`config.mk`:
```
export PLATFORM = sky130hd
export DESIGN_NAME = flash_ctl
export DESIGN_NICKNAME = d
export VERILOG_FILES = /design/src/rtl/flash_ctl_pkg.sv /design/src/rtl/flash_ctl.sv
export SDC_FILE = /design/constraint.sdc
export NUM_CORES = 2
export LEC_CHECK = 0
export BUFFER_PORTS_ARGS = -buffer_cell sky130_fd_sc_hd__buf_2
export CAP_MARGIN = 5
export CELL_PAD_IN_SITES_DETAIL_PLACEMENT = 0
export CELL_PAD_IN_SITES_GLOBAL_PLACEMENT = 1
export CORE_ASPECT_RATIO = 0.6
export CORE_MARGIN = 2
export CORE_UTILIZATION = 35
export DETAILED_ROUTE_END_ITERATION = 12
export GPL_ROUTABILITY_DRIVEN = 0
export PLACE_DENSITY = 0.67
export SLEW_MARGIN = 30
export SYNTH_ARGS = -nofsm -noshare
export SYNTH_HDL_FRONTEND = slang
export SYNTH_SLANG_ARGS = --single-unit
```
`constraint.sdc`:
```
create_clock -name hclk -period 6.75 [get_ports hclk]
set_clock_uncertainty 0.2 [all_clocks]
set_input_delay 0.675 -clock hclk [delete_from_list [all_inputs] [get_ports hclk]]
set_output_delay 0.675 -clock hclk [all_outputs]
set_load 0.01 [all_outputs]
```
`src/rtl/flash_ctl_pkg.sv`:
```
// Constants, types and helpers of the flash read and program controller
package flash_ctl_pkg;
   localparam logic [1:0] RGN_CSR = 2'h2;
   localparam logic [5:0] OFS_CFG = 6'h00;
   localparam logic [5:0] OFS_ACC = 6'h04;
   localparam logic [5:0] OFS_LOCK = 6'h08;
   localparam logic [5:0] OFS_BSEL = 6'h0c;
   localparam logic [5:0] OFS_PADDR = 6'h10;
   localparam logic [5:0] OFS_PDATA = 6'h14;
   localparam logic [5:0] OFS_CMD = 6'h18;
   localparam logic [5:0] OFS_ERR = 6'h1c;
   localparam logic [5:0] OFS_IST = 6'h20;
   localparam logic [5:0] OFS_IMSK = 6'h24;
   localparam int CFG_PFC = 0;
   localparam int CFG_PFD = 1;
   localparam int CFG_RWS = 2;
   localparam int CFG_XTR = 7;
   localparam logic [11:0] CFG_RST = 12'h003;
   localparam logic [7:0] ACC_RST = 8'hff;
   localparam logic [11:0] LOCK_RST = 12'hfff;
   localparam int CMD_PGM = 0;
   localparam int CMD_ERS = 1;
   localparam int CMD_SUS = 2;
   localparam int CMD_RES = 3;
   localparam int INT_DONE = 0;
   localparam int INT_ECC1 = 1;
   localparam int INT_ECC2 = 2;
   localparam int INT_ACC = 3;
   localparam int NBUF = 4;
   localparam logic [6:0][19:0] CODE_BLK_END = {20'h77fff, 20'h57fff,
      20'h37fff, 20'h17fff, 20'h0ffff, 20'h0bfff, 20'h07fff};

   typedef enum logic [1:0] {S_IDLE, S_ARR, S_CAP, S_ERR} st_t;
   typedef struct packed {logic rd; logic [15:0] line;} nv_req_t;
   typedef struct packed {logic [127:0] data; logic [15:0] ecc;} nv_rsp_t;
   typedef struct packed
   {
      logic pgm;
      logic ers;
      logic [11:0] blk;
      logic [19:0] addr;
      logic [31:0] data;
   } nv_pe_t;

   // Result is {double, single, corrected data}
   function automatic logic [65:0] secded(input logic [63:0] d,
                                          input logic [7:0] c);
      logic [6:0] syn;
      logic par;
      logic [63:0] q;
      int k;
      syn = c[6:0];
      par = ^{d, c};
      q = d;
      k = 0;
      for (int p = 1; p < 72; p++)
      begin
         if ((p & (p - 1)) != 0)
         begin
            if (d[k])
               syn = syn ^ p[6:0];
            k++;
         end
      end
      k = 0;
      for (int p = 1; p < 72; p++)
      begin
         if ((p & (p - 1)) != 0)
         begin
            if (par && syn == p[6:0])
               q[k] = ~q[k];
            k++;
         end
      end
      return {~par & (syn != 7'h0), par, q};
   endfunction

   // Code blocks 0..6 by end address, data blocks 8..11 of 16 KB each
   function automatic logic [3:0] blk_of(input logic [19:0] a);
      logic [3:0] b;
      b = 4'h8 + {2'b00, a[15:14]};
      if (!a[19])
      begin
         b = 4'h6;
         for (int i = 6; i >= 0; i--)
            if (a <= CODE_BLK_END[i])
               b = 4'(i);
      end
      return b;
   endfunction
endpackage

```
`src/rtl/flash_ctl.sv`:
```
// Flash read, prefetch, protection and program/erase sequencer on AHB-Lite
`timescale 1ns/1ps
`default_nettype none

module flash_ctl
   import flash_ctl_pkg::*;
(
   input wire logic hclk,
   input wire logic hresetn,
   input wire logic hsel,
   input wire logic [31:0] haddr,
   input wire logic [1:0] htrans,
   input wire logic hwrite,
   input wire logic [2:0] hsize,
   input wire logic [3:0] hprot,
   input wire logic [1:0] hmaster,
   input wire logic [31:0] hwdata,
   input wire logic hready,
   output logic hreadyout,
   output logic hresp,
   output logic [31:0] hrdata,
   input wire logic [3:0] prot_rd_off,
   input wire logic [3:0] prot_wr_off,
   output flash_ctl_pkg::nv_req_t nv_req,
   input wire flash_ctl_pkg::nv_rsp_t nv_rsp,
   output flash_ctl_pkg::nv_pe_t nv_pe,
   input wire logic nv_pe_done,
   output logic irq
);
   import flash_ctl_pkg::*;

   st_t st_r;
   logic rdy_r, resp_r, irq_r;
   logic [31:0] rdata_r;
   nv_req_t req_r;
   nv_pe_t pe_r;
   nv_rsp_t cap_r;
   logic [11:0] cfg_r, lock_r, bsel_r, eblk_r;
   logic [7:0] acc_r;
   logic [19:0] paddr_r, err_r, a_r;
   logic [31:0] pdata_r;
   logic [3:0] ist_r, imsk_r, ist_set;
   logic ers_act_r, prg_sus_r;
   logic [127:0] buf_d_r [NBUF];
   logic [15:0] buf_t_r [NBUF];
   logic [NBUF-1:0] buf_v_r;
   logic [1:0] rr_r, hit_idx;
   logic [5:0] cnt_r, cnt_nxt;
   logic fill_r, wr_pend_r, hit;
   logic [5:0] wa_r;
   logic [31:0] rmux;
   logic reg_ok;

   // Address phase decode
   wire logic take = hsel & htrans[1] & hready & (st_r == S_IDLE);
   wire logic csr_sel = haddr[23:22] == RGN_CSR;
   wire logic arr_sel = ~haddr[23];
   wire logic rd_ok = acc_r[hmaster] & ~prot_rd_off[hmaster];
   wire logic wr_ok = acc_r[{1'b1, hmaster}] & ~prot_wr_off[hmaster];
   wire logic code_busy = (pe_r.pgm & ~pe_r.addr[19]) |
                          (pe_r.ers & |pe_r.blk[7:0]);
   wire logic data_busy = (pe_r.pgm & pe_r.addr[19]) |
                          (pe_r.ers & |pe_r.blk[11:8]);
   // only the partition under program/erase refuses reads
   wire logic part_busy = haddr[19] ? data_busy : code_busy;
   wire logic arr_rd_ok = arr_sel & ~hwrite & rd_ok & ~part_busy;
   wire logic pf_on = hprot[0] ? cfg_r[CFG_PFD] : cfg_r[CFG_PFC];
   wire logic use_buf = pf_on & ~haddr[19];
   wire logic csr_ok = csr_sel & reg_ok & (~hwrite | wr_ok);
   wire logic bad = ~(csr_ok | arr_rd_ok);
   wire logic hit_go = take & arr_rd_ok & use_buf & hit;
   wire logic miss_go = take & arr_rd_ok & ~(use_buf & hit);
   wire logic [127:0] hit_line = buf_d_r[hit_idx];
   wire logic [31:0] hit_word = hit_line[{haddr[3:2], 5'b0} +: 32];

   // both 64-bit halves of the 128-bit line are checked
   wire logic [65:0] e0 = secded(cap_r.data[63:0], cap_r.ecc[7:0]);
   wire logic [65:0] e1 = secded(cap_r.data[127:64], cap_r.ecc[15:8]);
   wire logic [127:0] line = {e1[63:0], e0[63:0]};
   wire logic [31:0] word = line[{a_r[3:2], 5'b0} +: 32];
   // data partition page is a 64-bit double word, so only its half counts
   wire logic dbl = a_r[19] ? (a_r[3] ? e1[65] : e0[65]) : (e0[65] | e1[65]);
   wire logic sgl = a_r[19] ? (a_r[3] ? e1[64] : e0[64]) : (e0[64] | e1[64]);

   // Register write side effects
   wire logic cmd_w = wr_pend_r & (wa_r == OFS_CMD);
   wire logic cmd_pgm = cmd_w & hwdata[CMD_PGM];
   wire logic cmd_ers = cmd_w & hwdata[CMD_ERS];
   wire logic cmd_sus = cmd_w & hwdata[CMD_SUS];
   wire logic cmd_res = cmd_w & hwdata[CMD_RES];
   wire logic [3:0] pblk = blk_of(paddr_r);
   wire logic [11:0] pblk_oh = 12'h001 << pblk;
   wire logic pe_idle = ~pe_r.pgm & ~prg_sus_r;
   // program allowed beside a suspended erase, not inside it
   wire logic prg_ok = pe_idle & ~pe_r.ers & ~lock_r[pblk] &
                       ~(ers_act_r & eblk_r[pblk]);
   wire logic ers_ok = pe_idle & ~ers_act_r & (bsel_r != 12'h0) &
                       ((bsel_r & lock_r) == 12'h0);
   wire logic pe_refused = (cmd_pgm & ~prg_ok) | (cmd_ers & ~ers_ok);
   wire logic done_ev = nv_pe_done & (pe_r.pgm | pe_r.ers);

   assign hreadyout = rdy_r;
   assign hresp = resp_r;
   assign hrdata = rdata_r;
   assign nv_req = req_r;
   assign nv_pe = pe_r;
   assign irq = irq_r;

   always_comb
   begin
      hit = 1'b0;
      hit_idx = 2'd0;
      for (int i = 0; i < NBUF; i++)
         if (buf_v_r[i] && buf_t_r[i] == haddr[19:4])
         begin
            hit = 1'b1;
            hit_idx = 2'(i);
         end
   end

   always_comb
   begin
      reg_ok = haddr[21:6] == 16'h0;
      rmux = 32'h0;
      unique case (haddr[5:0])
         OFS_CFG: rmux = {20'h0, cfg_r};
         OFS_ACC: rmux = {24'h0, acc_r};
         OFS_LOCK: rmux = {20'h0, lock_r};
         OFS_BSEL: rmux = {20'h0, bsel_r};
         OFS_PADDR: rmux = {12'h0, paddr_r};
         OFS_PDATA: rmux = pdata_r;
         OFS_CMD: rmux = {28'h0, ers_act_r & ~pe_r.ers, prg_sus_r,
                          pe_r.ers, pe_r.pgm};
         OFS_ERR: rmux = {12'h0, err_r};
         OFS_IST: rmux = {28'h0, ist_r};
         OFS_IMSK: rmux = {28'h0, imsk_r};
         default: reg_ok = 1'b0;
      endcase
   end

   // base read waits plus alias-mapping extra cycles
   assign cnt_nxt = {1'b0, cfg_r[CFG_RWS +: 5]} +
                    (haddr[22] ? {1'b0, cfg_r[CFG_XTR +: 5]} : 6'h0);

   // the master keeps its request until hready, so take needs it
   always_ff @(posedge hclk or negedge hresetn)
   begin
      if (!hresetn)
      begin
         st_r <= S_IDLE;
         rdy_r <= 1'b1;
         resp_r <= 1'b0;
         rdata_r <= 32'h0;
         req_r <= '0;
         cnt_r <= 6'h0;
         a_r <= 20'h0;
         fill_r <= 1'b0;
         cap_r <= '0;
      end
      else
      begin
         req_r.rd <= 1'b0;
         unique case (st_r)
            S_IDLE:
            begin
               resp_r <= 1'b0;
               if (take && bad)
               begin
                  rdy_r <= 1'b0;
                  resp_r <= 1'b1;
                  st_r <= S_ERR;
               end
               else if (take && csr_sel)
                  rdata_r <= rmux;
               // hit served at the address phase edge
               else if (hit_go)
                  rdata_r <= hit_word;
               // miss launches the 128-bit array read
               else if (miss_go)
               begin
                  rdy_r <= 1'b0;
                  req_r <= '{rd: 1'b1, line: haddr[19:4]};
                  a_r <= haddr[19:0];
                  fill_r <= use_buf;
                  cnt_r <= cnt_nxt;
                  st_r <= S_ARR;
               end
            end
            S_ARR:
               if (cnt_r == 6'h0)
               begin
                  cap_r <= nv_rsp;
                  st_r <= S_CAP;
               end
               else
                  cnt_r <= cnt_r - 6'h1;
            // registered array data goes out one cycle later
            S_CAP:
               if (dbl)
               begin
                  resp_r <= 1'b1;
                  st_r <= S_ERR;
               end
               else
               begin
                  rdata_r <= word;
                  rdy_r <= 1'b1;
                  st_r <= S_IDLE;
               end
            S_ERR:
            begin
               rdy_r <= 1'b1;
               st_r <= S_IDLE;
            end
         endcase
      end
   end

   // buffers hold corrected code lines, filled round robin
   always_ff @(posedge hclk or negedge hresetn)
   begin
      if (!hresetn)
      begin
         buf_v_r <= '0;
         rr_r <= 2'd0;
      end
      else if (done_ev)
         buf_v_r <= '0;
      else if (st_r == S_CAP && fill_r && !dbl)
      begin
         buf_v_r[rr_r] <= 1'b1;
         rr_r <= rr_r + 2'd1;
      end
   end

   // Data storage needs no reset; valid bits guard it
   always_ff @(posedge hclk)
      if (st_r == S_CAP && fill_r && !dbl)
      begin
         buf_d_r[rr_r] <= line;
         buf_t_r[rr_r] <= a_r[19:4];
      end

   always_ff @(posedge hclk or negedge hresetn)
   begin
      if (!hresetn)
      begin
         wr_pend_r <= 1'b0;
         wa_r <= 6'h0;
      end
      else
      begin
         wr_pend_r <= take & csr_ok & hwrite;
         wa_r <= haddr[5:0];
      end
   end

   // Status set wins over write-one-to-clear in the same cycle
   assign ist_set = {(take & bad) | pe_refused, st_r == S_CAP & dbl,
                     st_r == S_CAP & ~dbl & sgl, done_ev};

   always_ff @(posedge hclk or negedge hresetn)
   begin
      if (!hresetn)
      begin
         cfg_r <= CFG_RST;
         acc_r <= ACC_RST;
         lock_r <= LOCK_RST;
         bsel_r <= 12'h0;
         paddr_r <= 20'h0;
         pdata_r <= 32'h0;
         imsk_r <= 4'h0;
         ist_r <= 4'h0;
         err_r <= 20'h0;
         irq_r <= 1'b0;
      end
      else
      begin
         if (wr_pend_r && wa_r == OFS_CFG)
            cfg_r <= hwdata[11:0];
         if (wr_pend_r && wa_r == OFS_ACC)
            acc_r <= hwdata[7:0];
         if (wr_pend_r && wa_r == OFS_LOCK)
            lock_r <= hwdata[11:0];
         if (wr_pend_r && wa_r == OFS_BSEL)
            bsel_r <= hwdata[11:0];
         if (wr_pend_r && wa_r == OFS_PADDR)
            paddr_r <= hwdata[19:0];
         if (wr_pend_r && wa_r == OFS_PDATA)
            pdata_r <= hwdata;
         if (wr_pend_r && wa_r == OFS_IMSK)
            imsk_r <= hwdata[3:0];
         if (wr_pend_r && wa_r == OFS_IST)
            ist_r <= (ist_r & ~hwdata[3:0]) | ist_set;
         else
            ist_r <= ist_r | ist_set;
         // failing address kept for error reporting
         if (st_r == S_CAP && dbl)
            err_r <= a_r;
         irq_r <= |(ist_r & imsk_r);
      end
   end

   // program/erase sequencer; suspend drops the run level
   always_ff @(posedge hclk or negedge hresetn)
   begin
      if (!hresetn)
      begin
         pe_r <= '0;
         eblk_r <= 12'h0;
         ers_act_r <= 1'b0;
         prg_sus_r <= 1'b0;
      end
      else if (done_ev)
      begin
         if (pe_r.pgm)
            pe_r.pgm <= 1'b0;
         else
         begin
            pe_r.ers <= 1'b0;
            ers_act_r <= 1'b0;
         end
      end
      else if (cmd_pgm && prg_ok)
      begin
         pe_r.pgm <= 1'b1;
         pe_r.blk <= pblk_oh;
         pe_r.addr <= paddr_r;
         pe_r.data <= pdata_r;
      end
      // erase only when no selected block is locked
      else if (cmd_ers && ers_ok)
      begin
         pe_r.ers <= 1'b1;
         pe_r.blk <= bsel_r;
         eblk_r <= bsel_r;
         ers_act_r <= 1'b1;
      end
      else if (cmd_sus)
      begin
         if (pe_r.pgm)
         begin
            pe_r.pgm <= 1'b0;
            prg_sus_r <= 1'b1;
         end
         else
            pe_r.ers <= 1'b0;
      end
      else if (cmd_res)
      begin
         if (prg_sus_r)
         begin
            pe_r.pgm <= 1'b1;
            prg_sus_r <= 1'b0;
         end
         else if (ers_act_r && !pe_r.pgm)
         begin
            pe_r.ers <= 1'b1;
            pe_r.blk <= eblk_r;
         end
      end
   end
endmodule
`default_nettype wire

```
==> load_flow_metrics.sql <==
INSERT INTO impl_metrics (metric_group, metric, value, unit) VALUES
('sta', 'worst_slew_margin_rel', '26.27', '%'),
('final_layout', 'ff_latch_area', '0.02799', 'mm²'),
('route', 'routed_via_density', '5.518', ''),
('flow_run', 'max_cap_violations', '0', ''),
('route', 'postRouteWirelength', '164400', 'µm'),
('clocking', 'cts.htree.levels', '3', ''),
('critical_path', 'cp.arrival', '5.76', 'ns'),
('clocking', 'worst_skew_pair.late_latency', '0.73', 'ns'),
('sta', 'finalWorstSetupSlack', '1.130', 'ns'),
('sta', 'min_period', '5.620', 'ns'),
('route', 'route.detailed.drc', '0', ''),
('sta', 'timing_worst_slew_pin_value', '1.102', 'ns'),
('yosys', 'syn-num-nets', '3839', ''),
('yosys', 'mean_syn_cell_area', '13.21', 'µm²'),
('yosys', 'synth_edf_count', '576', ''),
('clocking', 'clock-sinks', '1002', ''),
('place', 'placement.cell_area', '0.05136', 'mm²'),
('place', 'port_buffers', '335', ''),
('yosys', 'synth_adder_area_share', '0.3056', '%'),
('clocking', 'cts_tree', 'built', ''),
('yosys', 'yosys.area.top_type', 'edfxtp_1', ''),
('power', 'pwr_density_cell', '510.4', 'mW/mm²'),
('yosys', 'synth.top_cell.area_share', '36.41', '%'),
('floorplanning', 'die_h', '289.4', 'µm'),
('clocking', 'cts.clk_slew.worst_paths', '0.07', 'ns'),
('sta', 'timing.final.crit_share', '83.26', '%'),
('yosys', 'ys_seq_area_share', '58.92', '%'),
('clocking', 'total_setup_buffers_inserted_after_cts', '0', ''),
('final_layout', 'fin_area', '0.05645', 'mm²'),
('yosys', 'synth-seq-cells', '1002', ''),
('yosys', 'yosys_warnings', '0', ''),
('grt', 'first_global_vias', '30870', ''),
('sta', 'fmax', '177.9', 'MHz'),
('yosys', 'share_of_synthesized_area_spent_on_multiplexers', '12.54', '%'),
('yosys', 'synth_xor_xnor_area_share', '9.851', '%'),
('critical_path', 'reg2reg_slack', '1.13', 'ns'),
('floorplanning', 'effective_utilization_at_floorplan', '35.34', '%'),
('clocking', 'ctsLongestPathBuffers', '3', ''),
('final_layout', 'area_of_the_multi_input_gates', '0.01853', 'mm²'),
('yosys', 'synth_compound_area_share', '9.875', '%'),
('critical_path', 'worst_path_most_repeated_cell', 'xnor3_1', ''),
('final_layout', 'filler_cell_count', '12400', ''),
('clocking', 'clk_root_buffer_cell', 'clkbuf_16', ''),
('place', 'hpwl', '116100', 'µm'),
('sta', 'finalSetupViolations', '0', ''),
('clocking', 'cts_made_buffers', '100', ''),
('floorplanning', 'design.portCount', '351', ''),
('yosys', 'synthFlopType', 'edfxtp_1', ''),
('yosys', 'synth_cell_type_count', '92', ''),
('sta', 'setup-tns-final', '0', 'ns'),
('floorplanning', 'die_x', '479.6', 'µm'),
('sta', 'total_count_of_max_transition_violations_in_the_final_report', '0', ''),
('grt', 'grt_max_degree', '144', ''),
('floorplanning', 'die_ar', '0.1388', 'mm²'),
('grt', 'global_route.usage.total', '23.27', '%'),
('critical_path', 'critical_path.endpoint_type', 'flip-flop', ''),
('final_layout', 'syn2layout_area_growth', '18.84', '%'),
('final_layout', 'final_nets', '4280', ''),
('worst_hold_path', 'min_delay_worst_type', 'input pin to flip-flop', ''),
('run_status', 'outcome', 'finished, final reports clean', ''),
('yosys', 'post_synth_inst_count', '3595', ''),
('yosys', 'synth_top_family_by_area', 'multiplexers', ''),
('power', 'total_power', '28.81', 'mW'),
('critical_path', 'cp_slowest_cell', 'xnor2_1', ''),
('grt', 'grt_antenna_before_repair', '8', ''),
('sta', 'final_hold_viol_count', '0', ''),
('yosys', 'synth_simple_gate_area_share', '6.145', '%'),
('grt', 'grt.overflow.total', '0', ''),
('critical_path', 'criticalPathCategory', 'flip-flop to flip-flop', ''),
('route', 'postRouteAntennaNets', '0', ''),
('power', 'peakVddDrop', '1128', 'µV');
==> logic make-up after synthesis <==
| family | count (synthesis) |
|---|---|
| flops | 1002 |
| compound gates | 705 |
| simple gates | 631 |
| mux | 548 |
| xor+xnor | 424 |
| buf+inv | 274 |
| fa+ha+maj | 11 |
==> Yosys cell counts, types with 9 or more instances <==
| master | instances |
|---|---|
| a21o_1 | 26 |
| a31oi_1 | 28 |
| o221ai_1 | 27 |
| nand4_1 | 14 |
| or2_2 | 10 |
| a211oi_1 | 50 |
| clkbuf_1 | 181 |
| nor4_1 | 20 |
| nand2b_1 | 16 |
| nand3_1 | 66 |
| xor2_1 | 101 |
| and3_1 | 10 |
| buf_1 | 18 |
| edfxtp_1 | 576 |
| o21ai_0 | 161 |
| buf_2 | 11 |
| dfrtp_1 | 403 |
| inv_1 | 38 |
| mux2_1 | 38 |
| xnor2_1 | 254 |
| o31ai_1 | 12 |
| or3_1 | 12 |
| o2111ai_1 | 9 |
| ha_1 | 10 |
| xor3_1 | 9 |
| o32a_1 | 13 |
| dfstp_2 | 23 |
| o211ai_1 | 24 |
| a311oi_1 | 10 |
| nor2_1 | 87 |
| nand2_1 | 286 |
| a222oi_1 | 15 |
| a22oi_1 | 11 |
| a221o_1 | 16 |
| a211o_1 | 21 |
| and2_1 | 12 |
| a221oi_1 | 30 |
| nor3_1 | 64 |
| buf_4 | 20 |
| mux2_2 | 325 |
| a21oi_1 | 179 |
| mux2i_1 | 183 |
| xnor3_1 | 56 |
==> repair_timing <==
action / 4_1_cts / 5_1_grt
hold buffers: 155 / 0
endpoints found under the hold margin: 244 / 0
resized for setup: 0 / 0
==> worst max-delay path: cells and delay by family (launching register included) <==
family          cells  cell delay, ns
simple gates        3            1.45
compound gates      2            0.76
xor+xnor            5            1.92
flops               1            0.43
buf+inv             1            0.40
==> state kept, by name, indices dropped and copies added (netlist names), 2 cells and up <==
register / flops
buf_d_r: 512
cap_r: 144
nv_pe: 66
buf_t_r: 64
hrdata: 32
pdata_r: 32
a_r: 20
err_r: 20
paddr_r: 20
bsel_r: 12
cfg_r: 12
eblk_r: 12
lock_r: 12
acc_r: 8
cnt_r: 6
wa_r: 6
buf_v_r: 4
imsk_r: 4
ist_r: 4
rr_r: 2
st_r: 2
==> report_power, final <==
group	total [mW]	switching, mW	internal (mW)
clock	5.99	2.54	3.45
combinational	14.8	9.71	5.07
sequential	8.04	0.624	7.42
==> path summary, 6_finish.rpt <==
kind                            cells after the start                        to             startpoint
worst max-delay path                               11  buf_d_r[1][56]$_DFFE_PP_  cap_r[49]$_DFFE_PN0P_
worst min register to register                      2     nv_pe[47]$_DFFE_PN0P_  nv_pe[47]$_DFFE_PN0P_
worst min-delay path                                2     cap_r[31]$_DFFE_PN0P_             nv_rsp[31]
max in group asynchronous                           3     cap_r[18]$_DFFE_PN0P_                hresetn
min in group asynchronous                           2     nv_pe[63]$_DFFE_PN0P_                hresetn
worst max register to register                     11  buf_d_r[1][56]$_DFFE_PP_  cap_r[49]$_DFFE_PN0P_
==> final cells by class <==
class	count	share of cell area, %
antenna	6	0.02660
clock buffer	134	5.065
clock inverter	53	1.122
inverter	43	0.2859
multi-input combinational	2319	32.82
sequential	1002	49.58
tap	1802	3.994
timing repair buffer	570	7.110
==> through the flow <==
step                      util (%)  hold slack (ns)  instances
after floorplan                  -           0.1794       3595
after global placement       38.19           0.2507       5580
after detailed placement     38.21           0.2570       5580
after CTS                    41.96         0.001247       5922
after global routing         41.99         0.003045       5924
final                        42.00          0.02346       5929
==> routing by layer <==
layer	vias up	routed length, µm	global-route usage, %
met5	-	0	0
met3	170	16930	5.535
met2	1591	68170	32.40
met1	16680	76010	36.12
met4	0	3308	5.181
li1	14270	-	-
Note: power is estimated with default switching activity, not from simulation.
